### src/alias_slots_defines.svh
// Register offsets, field positions and reset values of the alias slot bank
`ifndef ALIAS_SLOTS_DEFINES_SVH
`define ALIAS_SLOTS_DEFINES_SVH

`define SLOT_COUNT          5
`define ADDR_WIDTH          8
`define DATA_WIDTH          32
`define REMOTE_ALIAS_SLOT_1 8'h42
`define REMOTE_ALIAS_SLOT_2 8'h43
`define REMOTE_ALIAS_SLOT_3 8'h44
`define REMOTE_ALIAS_SLOT_4 8'h45
`define REMOTE_ALIAS_SLOT_5 8'h46
`define REMOTE_TARGET_ID_1  8'h50
`define REMOTE_TARGET_ID_5  8'h54
`define ALIAS_STATUS        8'h58
`define ALIAS_FIELD_MSB     7
`define ALIAS_FIELD_LSB     1
`define AUTO_ACK_BIT        0
`define SLOT_RESET          8'h00
`define READ_LATENCY        2'h1

`endif

### src/alias_slots_pkg.sv
// Types shared by the alias slot bank
package alias_slots_pkg;

  typedef logic [6:0] i2c_addr_t;
  typedef logic [7:0] slot_reg_t;

  typedef enum logic [1:0]
  {
    BUS_IDLE,
    BUS_WAIT,
    BUS_DONE
  } bus_state_t;

endpackage : alias_slots_pkg

### src/alias_priority_pick.sv
// Lowest numbered hitting slot wins when aliases overlap
`timescale 1ns/1ns

module alias_priority_pick
(
  input  wire logic [4:0]  hits,
  input  wire logic [34:0] phys_flat,
  input  wire logic [4:0]  acks,
  output logic             any_hit,
  output logic [6:0]       phys_sel,
  output logic             ack_sel,
  output logic [2:0]       slot_sel
);

  always_comb
  begin
    any_hit  = 1'b0;
    phys_sel = 7'h00;
    ack_sel  = 1'b0;
    slot_sel = 3'h0;
    for (int i = 4; i >= 0; i--)
    begin
      if (hits[i])
      begin
        any_hit  = 1'b1;
        phys_sel = phys_flat[i*7 +: 7];
        ack_sel  = acks[i];
        slot_sel = 3'(i + 1);
      end
    end
  end

endmodule : alias_priority_pick

### src/alias_slot_match.sv
// One alias slot: compares an address against the programmed alias
`timescale 1ns/1ns
`include "alias_slots_defines.svh"

module alias_slot_match
(
  input  wire logic [7:0] slot_reg,
  input  wire logic [7:0] target_reg,
  input  wire logic [6:0] addr_in,
  output logic            hit,
  output logic [6:0]      phys_addr,
  output logic            auto_ack
);

  logic [6:0] alias_addr;

  assign alias_addr = slot_reg[`ALIAS_FIELD_MSB:`ALIAS_FIELD_LSB];
  // Zero alias means the slot is off
  assign hit        = (alias_addr != 7'h00) && (alias_addr == addr_in);
  assign phys_addr  = target_reg[`ALIAS_FIELD_MSB:`ALIAS_FIELD_LSB];
  assign auto_ack   = slot_reg[`AUTO_ACK_BIT];

endmodule : alias_slot_match

### src/i2c_remote_alias_slots.sv
// Alias decoder slots 1..5 with remote target remap and Avalon-MM registers
//
// Functional notes
// Each slot holds a 7-bit alias in bits 7:1, reset zero, compared to addresses.
// A matching address is replaced by the slot's remote target address.
// Alias value zero disables the slot entirely.
// Bit 0 set: acknowledge every write to that target regardless of link.
// Software should keep auto-acknowledge clear except when debugging.
// Slots 1 to 5 sit at offsets 0x42 to 0x46, paired by index.
// Remote target registers hold the physical address in bits 7:1.
// The remapped transaction is passed on toward the control channel.
// Unmatched addresses are not forwarded, remapped or auto-acknowledged.
//
// Implementation choice: the Avalon-MM slave port.
`timescale 1ns/1ns
`include "alias_slots_defines.svh"

module i2c_remote_alias_slots
(
  input  wire logic        clk_sys,
  input  wire logic        rst_b,
  input  wire logic [7:0]  avs_address,
  input  wire logic        avs_read,
  input  wire logic        avs_write,
  input  wire logic [31:0] avs_writedata,
  input  wire logic [3:0]  avs_byteenable,
  output logic [31:0]      avs_readdata,
  output logic             avs_waitrequest,
  output logic [1:0]       avs_response,
  input  wire logic        req_valid,
  input  wire logic [6:0]  req_addr,
  input  wire logic        req_write,
  output logic             fwd_valid,
  output logic [6:0]       fwd_addr,
  output logic             fwd_write,
  output logic [2:0]       fwd_slot,
  output logic             auto_ack,
  output logic             req_reject
);

  //////////////////////////////////////////////////////////////////////////////
  // Register storage

  logic [7:0] alias_q  [`SLOT_COUNT];
  logic [7:0] target_q [`SLOT_COUNT];
  logic [7:0] hit_count_q;
  logic [2:0] last_slot_q;

  alias_slots_pkg::bus_state_t bus_state_q;
  alias_slots_pkg::bus_state_t bus_state_d;

  logic       bus_req;
  logic       bus_idle;
  logic       wr_take;
  logic [4:0] alias_wr;
  logic [4:0] target_wr;
  logic       alias_sel;
  logic       target_sel;
  logic [2:0] alias_idx;
  logic [2:0] target_idx;
  logic       mapped;

  // Requests are taken at the edge where waitrequest is low
  assign bus_req    = avs_read || avs_write;
  assign bus_idle   = (bus_state_q == alias_slots_pkg::BUS_IDLE);
  assign wr_take    = avs_write && !avs_waitrequest;
  assign alias_sel  = (avs_address >= `REMOTE_ALIAS_SLOT_1) &&
                      (avs_address <= `REMOTE_ALIAS_SLOT_5);
  assign target_sel = (avs_address >= `REMOTE_TARGET_ID_1) &&
                      (avs_address <= `REMOTE_TARGET_ID_5);
  assign alias_idx  = 3'(avs_address - `REMOTE_ALIAS_SLOT_1);
  assign target_idx = 3'(avs_address - `REMOTE_TARGET_ID_1);
  // Anything outside these ranges and the status address answers DECODEERROR
  assign mapped     = alias_sel || target_sel || (avs_address == `ALIAS_STATUS);

  // Per-slot write strobes; a write with byte lane 0 off changes nothing
  genvar g;
  generate
    for (g = 0; g < `SLOT_COUNT; g++)
    begin : g_wr
      assign alias_wr[g]  = wr_take && avs_byteenable[0] && alias_sel &&
                            (alias_idx == 3'(g));
      assign target_wr[g] = wr_take && avs_byteenable[0] && target_sel &&
                            (target_idx == 3'(g));
    end
  endgenerate

  //////////////////////////////////////////////////////////////////////////////
  // Bus handshake: one wait cycle per access, then accept

  always_comb
  begin
    bus_state_d = bus_state_q;
    case (bus_state_q)
      alias_slots_pkg::BUS_IDLE:
      begin
        if (bus_req)
          bus_state_d = alias_slots_pkg::BUS_WAIT;
      end
      alias_slots_pkg::BUS_WAIT:
        bus_state_d = alias_slots_pkg::BUS_DONE;
      alias_slots_pkg::BUS_DONE:
        bus_state_d = alias_slots_pkg::BUS_IDLE;
      default:
        bus_state_d = alias_slots_pkg::BUS_IDLE;
    endcase
  end

  always_ff @(posedge clk_sys or negedge rst_b)
  begin
    if (!rst_b)
      bus_state_q <= alias_slots_pkg::BUS_IDLE;
    else
      bus_state_q <= bus_state_d;
  end

  // Held high while idle; drops for exactly one cycle per access
  always_ff @(posedge clk_sys or negedge rst_b)
  begin
    if (!rst_b)
      avs_waitrequest <= 1'b1;
    else
      avs_waitrequest <= !(bus_idle && bus_req);
  end

  //////////////////////////////////////////////////////////////////////////////
  // Slot and target registers, byte lane 0 only

  generate
    for (g = 0; g < `SLOT_COUNT; g++)
    begin : g_slot
      // Bit 0 is kept even while the alias is zero; it acts only once enabled
      always_ff @(posedge clk_sys or negedge rst_b)
      begin
        if (!rst_b)
          alias_q[g] <= `SLOT_RESET;
        else if (alias_wr[g])
          alias_q[g] <= avs_writedata[7:0];
      end

      // Bit 0 of a target byte is reserved and always reads zero
      always_ff @(posedge clk_sys or negedge rst_b)
      begin
        if (!rst_b)
          target_q[g] <= `SLOT_RESET;
        else if (target_wr[g])
          target_q[g] <= {avs_writedata[7:1], 1'b0};
      end
    end
  endgenerate

  //////////////////////////////////////////////////////////////////////////////
  // Read data, valid at the accepting edge

  logic [31:0] rd_d;

  always_comb
  begin
    rd_d = 32'h0000_0000;
    if (alias_sel)
      rd_d = {24'h00_0000, alias_q[alias_idx]};
    else if (target_sel)
      rd_d = {24'h00_0000, target_q[target_idx]};
    else if (avs_address == `ALIAS_STATUS)
      rd_d = {16'h0000, hit_count_q, 5'h00, last_slot_q};
  end

  // Captured at the edge that drops waitrequest, so it stands while waitrequest is low
  always_ff @(posedge clk_sys or negedge rst_b)
  begin
    if (!rst_b)
      avs_readdata <= 32'h0000_0000;
    else if (bus_idle && avs_read)
      avs_readdata <= rd_d;
  end

  // Unmapped addresses answer DECODEERROR with zero data
  always_ff @(posedge clk_sys or negedge rst_b)
  begin
    if (!rst_b)
      avs_response <= 2'h0;
    else if (bus_idle && bus_req)
      avs_response <= mapped ? 2'h0 : 2'h3;
  end

  //////////////////////////////////////////////////////////////////////////////
  // Address decode across all slots

  logic [4:0]  hits;
  logic [4:0]  acks;
  logic [34:0] phys_flat;
  logic        any_hit;
  logic [6:0]  phys_sel;
  logic        ack_sel;
  logic [2:0]  slot_sel;

  // One comparator per slot; decode is combinational, outputs are registered
  generate
    for (g = 0; g < `SLOT_COUNT; g++)
    begin : g_match
      alias_slot_match u_match
      (
        .slot_reg   (alias_q[g]),
        .target_reg (target_q[g]),
        .addr_in    (req_addr),
        .hit        (hits[g]),
        .phys_addr  (phys_flat[g*7 +: 7]),
        .auto_ack   (acks[g])
      );
    end
  endgenerate

  // Overlapping aliases resolve to the lowest slot number
  alias_priority_pick u_pick
  (
    .hits      (hits),
    .phys_flat (phys_flat),
    .acks      (acks),
    .any_hit   (any_hit),
    .phys_sel  (phys_sel),
    .ack_sel   (ack_sel),
    .slot_sel  (slot_sel)
  );

  //////////////////////////////////////////////////////////////////////////////
  // Forwarding toward the control channel, one cycle after the request
  // One flop per output, so the far side sees no decode path

  always_ff @(posedge clk_sys or negedge rst_b)
  begin
    if (!rst_b)
      fwd_valid <= 1'b0;
    else
      fwd_valid <= req_valid && any_hit;
  end

  // A miss shows address zero, so no stale target leaks out
  always_ff @(posedge clk_sys or negedge rst_b)
  begin
    if (!rst_b)
      fwd_addr <= 7'h00;
    else
      fwd_addr <= any_hit ? phys_sel : 7'h00;
  end

  // Direction passes through unchanged
  always_ff @(posedge clk_sys or negedge rst_b)
  begin
    if (!rst_b)
      fwd_write <= 1'b0;
    else
      fwd_write <= req_valid && any_hit && req_write;
  end

  // Slot numbers are one-based; zero means no slot took the request
  always_ff @(posedge clk_sys or negedge rst_b)
  begin
    if (!rst_b)
      fwd_slot <= 3'h0;
    else
      fwd_slot <= any_hit ? slot_sel : 3'h0;
  end

  // Debug ack ignores link lock and the remote answer
  always_ff @(posedge clk_sys or negedge rst_b)
  begin
    if (!rst_b)
      auto_ack <= 1'b0;
    else
      auto_ack <= req_valid && any_hit && req_write && ack_sel;
  end

  // A miss is flagged so the local controller can refuse the transfer
  always_ff @(posedge clk_sys or negedge rst_b)
  begin
    if (!rst_b)
      req_reject <= 1'b0;
    else
      req_reject <= req_valid && !any_hit;
  end

  //////////////////////////////////////////////////////////////////////////////
  // Status: count of forwarded requests and the last slot used

  // Count wraps at 255; software works on differences
  always_ff @(posedge clk_sys or negedge rst_b)
  begin
    if (!rst_b)
      hit_count_q <= 8'h00;
    else if (req_valid && any_hit)
      hit_count_q <= hit_count_q + 8'h01;
  end

  // Holds until another request is forwarded
  always_ff @(posedge clk_sys or negedge rst_b)
  begin
    if (!rst_b)
      last_slot_q <= 3'h0;
    else if (req_valid && any_hit)
      last_slot_q <= slot_sel;
  end

endmodule : i2c_remote_alias_slots

### config.mk
export PLATFORM = sky130hd
export DESIGN_NAME = i2c_remote_alias_slots
export DESIGN_NICKNAME = d
export VERILOG_FILES = /design/src/alias_slots_pkg.sv /design/src/alias_priority_pick.sv /design/src/alias_slot_match.sv /design/src/i2c_remote_alias_slots.sv
export VERILOG_INCLUDE_DIRS = /design/src
export SDC_FILE = /design/constraint.sdc
export NUM_CORES = 1
export LEC_CHECK = 0
export BUFFER_PORTS_ARGS = -buffer_cell sky130_fd_sc_hd__buf_2
export CORE_MARGIN = 2
export CORE_UTILIZATION = 35
export DETAILED_ROUTE_END_ITERATION = 7
export PLACE_DENSITY_LB_ADDON = 0.1
export REMOVE_ABC_BUFFERS = 1
export SKIP_LAST_GASP = 1
export SLEW_MARGIN = 10
export SYNTH_ARGS = -nofsm -noshare
export SYNTH_HDL_FRONTEND = slang
export SYNTH_SLANG_ARGS = --single-unit
### constraint.sdc
create_clock -name clk_sys -period 3.2 [get_ports clk_sys]
set_clock_uncertainty 0.15 [all_clocks]
set_input_delay 0.64 -clock clk_sys [delete_from_list [all_inputs] [get_ports clk_sys]]
set_output_delay 0.64 -clock clk_sys [all_outputs]
set_load 0.005 [all_outputs]
==> summary.txt <==
Setup path
  – Cells along the critical path: or4_1 -> nor4_2 -> nor3_1 -> buf_4 -> or2_1 -> buf_4 -> a211oi_1 -> o211a_1
  – Critical path required time: 3.41 ns
  – R2R Setup Slk: 0.52 ns
  – WS Path Type: reg -> reg
  – Slowest stage cell, crit path: or4_1
  – RR Endpoint: auto_ack$_DFF_PN0_
  – CP Max Fanout: 7
  – Worst r2r src: alias_q[20]$_DFFE_PN0P_
  – Startpoint Class: register
  – CP arrival: 2.89 ns
  – CP most frequent cell: buf_4
  – CP endpoint kind: register
  – Worst path max stage delay: 0.55 ns
  – Reg2reg path depth: 8

Timing
  – Slew Viols, Final: 0
  – Fin worst setup slack: 0.520 ns
  – Unrepaired setup endpoints after global routing: no
  – Min Tclk post-route: 2.68 ns
  – Max frequency: 373 MHz
  – Final period util: 83.8%
  – Max_slew headroom: 43.2%
  – Final Hold Fails: 0
  – Setup TNS: 0 ns
  – Worst Tran Pin Value: 0.849 ns
  – Setup violations, final: 0

Global route
  – Number of global-route vias before repair: 4783
  – Initial antenna violation count: 0
  – Total global routing overflow: 0
  – Largest net degree at the start of global routing: 49
  – M2 GR Usage: 32.1%
  – First-pass GRT wire length: 28.7 mm
  – Global Route met1 Usage: 26.2%
  – GRT Total Usage: 19.6%
  – Grt peak-use layer: met2
  – Met3 usage: 4.21%

Min path
  – Hold WC Path Type: in -> async

Logic synthesis
  – Yosys warnings: 0
  – Count leader, synth: dfrtp_1
  – Largest cells by area after synthesis: dfrtp_1 47%, mux2_2 12%, mux4_2 3.5%, xnor2_1 3.3%, nand2_1 3.1%
  – Number of synthesized flops with an enable pin: 0
  – #FFs+latches synth: 120
  – Avg Inst Size Synth: 11.5 sq um
  – Async SR Flop Fraction: 100%
  – Gate Count Post-Synth: 553
  – Cell area after synthesis: 6380 sq um
  – Synth cell count leaders: 119 x dfrtp_1, 67 x mux2_2, 53 x nand2_1, 24 x xnor2_1
  – Leading register cell type out of synthesis: dfrtp_1
  – Area leader, netlist: dfrtp_1
  – Sequential cell area fraction in the yosys report: 47.1%
  – Top-area cell type share of the netlist area: 46.7%
  – Cell variety after synth: 68

Drt
  – DRT Pass-1 Iters: 4
  – Final WL: 18.2 mm
  – DR vias: 4608
  – Via/cell ratio: 5.35
  – Final ANT Viol Nets: 0
  – Post-DR wirelength/cell: 21.1 microns
  – Residual DRC count: 0
  – Initial DRC count: 283

Layout
  – Final instance area: 7510 sq um
  – Filler Cell Count: 1732
  – Area grow syn2layout: 17.7%
  – Layout cells sized above 1: 34.7%
  – Nets: 679
  – N_diodes: 0

Floorplanning
  – Core ar.: 17900 sq um
  – Die Area: 19300 sq um
  – Die width: 139 microns
  – Starting density of the core: 35.7%
  – Cell Rows: 49
  – Die Y-Extent: 139 microns
  – IO Pins: 106

Placed design
  – GPL Wtd Cong: 0.807
  – Total placed instance area: 6940 sq um
  – PortBufs: 62
  – Worst slack, placed: 0.237 ns
  – Post-DP HPWL: 13.0 mm

Run status
  – Status: complete, no violations

Clocking
  – Post-CTS Hold Buffers: 0
  – Clock sinks: 120
  – H-tree Lvls: 4
  – CTS tree: yes
  – CTS resizes: 0
  – Number of buffers created by CTS: 17
  – CTS Root Cell: clkbuf_16
  – Clock Latency Late Sink: 0.42 ns
  – Bufs on Longest Clock Path: 2
  – Post-CTS Setup Repair Bufs: 0
  – Register clock-pin slew on the reported worst setup and hold paths: 0.06 ns

Power and ir drop
  – Static Leakage: 3.67 nW
  – Flop pwr share: 42.0%
  – Sw Ratio: 26.1%
  – Cell internal pwr: 0.00308 W
  – Clock share of power: 44.8%
  – Power Total: 0.00417 W
  – P_sw: 0.00109 W
  – Max IR drop VDD: 0.000402 V
  – Pwr Density: 555 nW/um^2
  – Comb power frac: 13.2%

Run
  – Max cap viols: 0
state kept, by name, summed over array words and instances, names as in the netlist, 2 cells and up:
signal,cells
fwd_slot,3
fwd_addr,7
hit_count_q,8
bus_state_q,2
avs_readdata,16
alias_q,40
last_slot_q,3
target_q,35
layer usage:
layer	vias up	share of wire (%)
met4	0	1.4
li1	2116	-
met5	-	0
met3	22	4.1
met2	111	48
met1	2359	46
worst max-delay path by stage:
stage | depth (start not counted) | slack, ns | from | to
after floorplan | 6 | 0.42 | avs_address[5] | alias_q[10]$_DFFE_PN0P_
after global placement | 7 | 0.25 | avs_address[5] | alias_q[36]$_DFFE_PN0P_
after detailed placement | 7 | 0.24 | avs_address[5] | alias_q[35]$_DFFE_PN0P_
after CTS | 8 | 0.48 | alias_q[20]$_DFFE_PN0P_ | auto_ack$_DFF_PN0_
after global routing | 7 | 0.36 | alias_q[28]$_DFFE_PN0P_ | auto_ack$_DFF_PN0_
final | 8 | 0.52 | alias_q[20]$_DFFE_PN0P_ | auto_ack$_DFF_PN0_
area by class of cell:
| cell class | instances | area (sq um) | area share [%] |
|---|---|---|---|
| Inverter | 6 | 22.5 | 0.300 |
| Clock inverter | 9 | 103 | 1.37 |
| Timing Repair Buffer | 89 | 528 | 7.03 |
| Multi-Input combinational cell | 385 | 3100 | 41.3 |
| Tap cell | 229 | 287 | 3.81 |
| Sequential cell | 120 | 3000 | 40.0 |
| Clock buffer | 23 | 468 | 6.23 |
worst max-delay path, delay by kind of cell (launching register included):
family,cells,cell delay (ns)
simple gates,4,1.08
buf+inv,2,0.40
flops,1,0.43
compound gates,2,0.55
through the flow:
step | instances | hold WS, ns | util (%)
floorplan | 511 | 0.194 | -
global placement | 829 | 0.263 | 38.8
detailed placement | 829 | 0.270 | 38.8
CTS | 861 | 0.126 | 42.0
global route | 861 | 0.141 | 42.0
finish | 861 | 0.0928 | 42.0
cells in the final DEF (no fill, tap or decap), types with 6 or more instances in the layout:
master	netlist	layout
mux2i_1	10	10
clkbuf_16	0	17
and3_1	6	6
xor2_1	17	17
mux2_4	9	9
xnor2_1	24	24
nand2_1	53	53
nor2_1	16	16
nor3_1	6	6
o221ai_1	12	12
a221oi_1	8	8
buf_4	19	27
mux2_2	67	67
conb_1	1	16
o21ai_0	19	19
dfrtp_1	119	119
o21a_1	8	8
nand3_1	17	17
buf_2	14	61
a22oi_1	13	13
mux4_2	10	10
power by group through the flow:
stage / clock network (W) / registers (W) / logic [W]
final: 0.00187 / 0.00175 / 0.000550
after global routing: 0.00198 / 0.00177 / 0.000609
after CTS: 0.00191 / 0.00175 / 0.000564
after detailed placement: 0 / 0.00178 / 0.000562
after global placement: 0 / 0.00177 / 0.000551
after floorplan: 0 / 0.00176 / 0.000279
cells by family (layout without fill, tap and decap cells):
group | Yosys count | after routing | synth area share [%]
flip-flops | 120 | 120 | 47.1
other | 1 | 16 | 0.0588
adder cells (fa/ha/maj) | 3 | 3 | 0.588
AO/OA/AOI/OAI | 91 | 91 | 10.8
multiplexers | 96 | 96 | 19.0
AND/OR/NAND/NOR | 138 | 138 | 11.6
buffers and inverters | 63 | 127 | 5.21
XOR/XNOR | 41 | 41 | 5.63
Note: power is estimated with default switching activity, not from simulation.
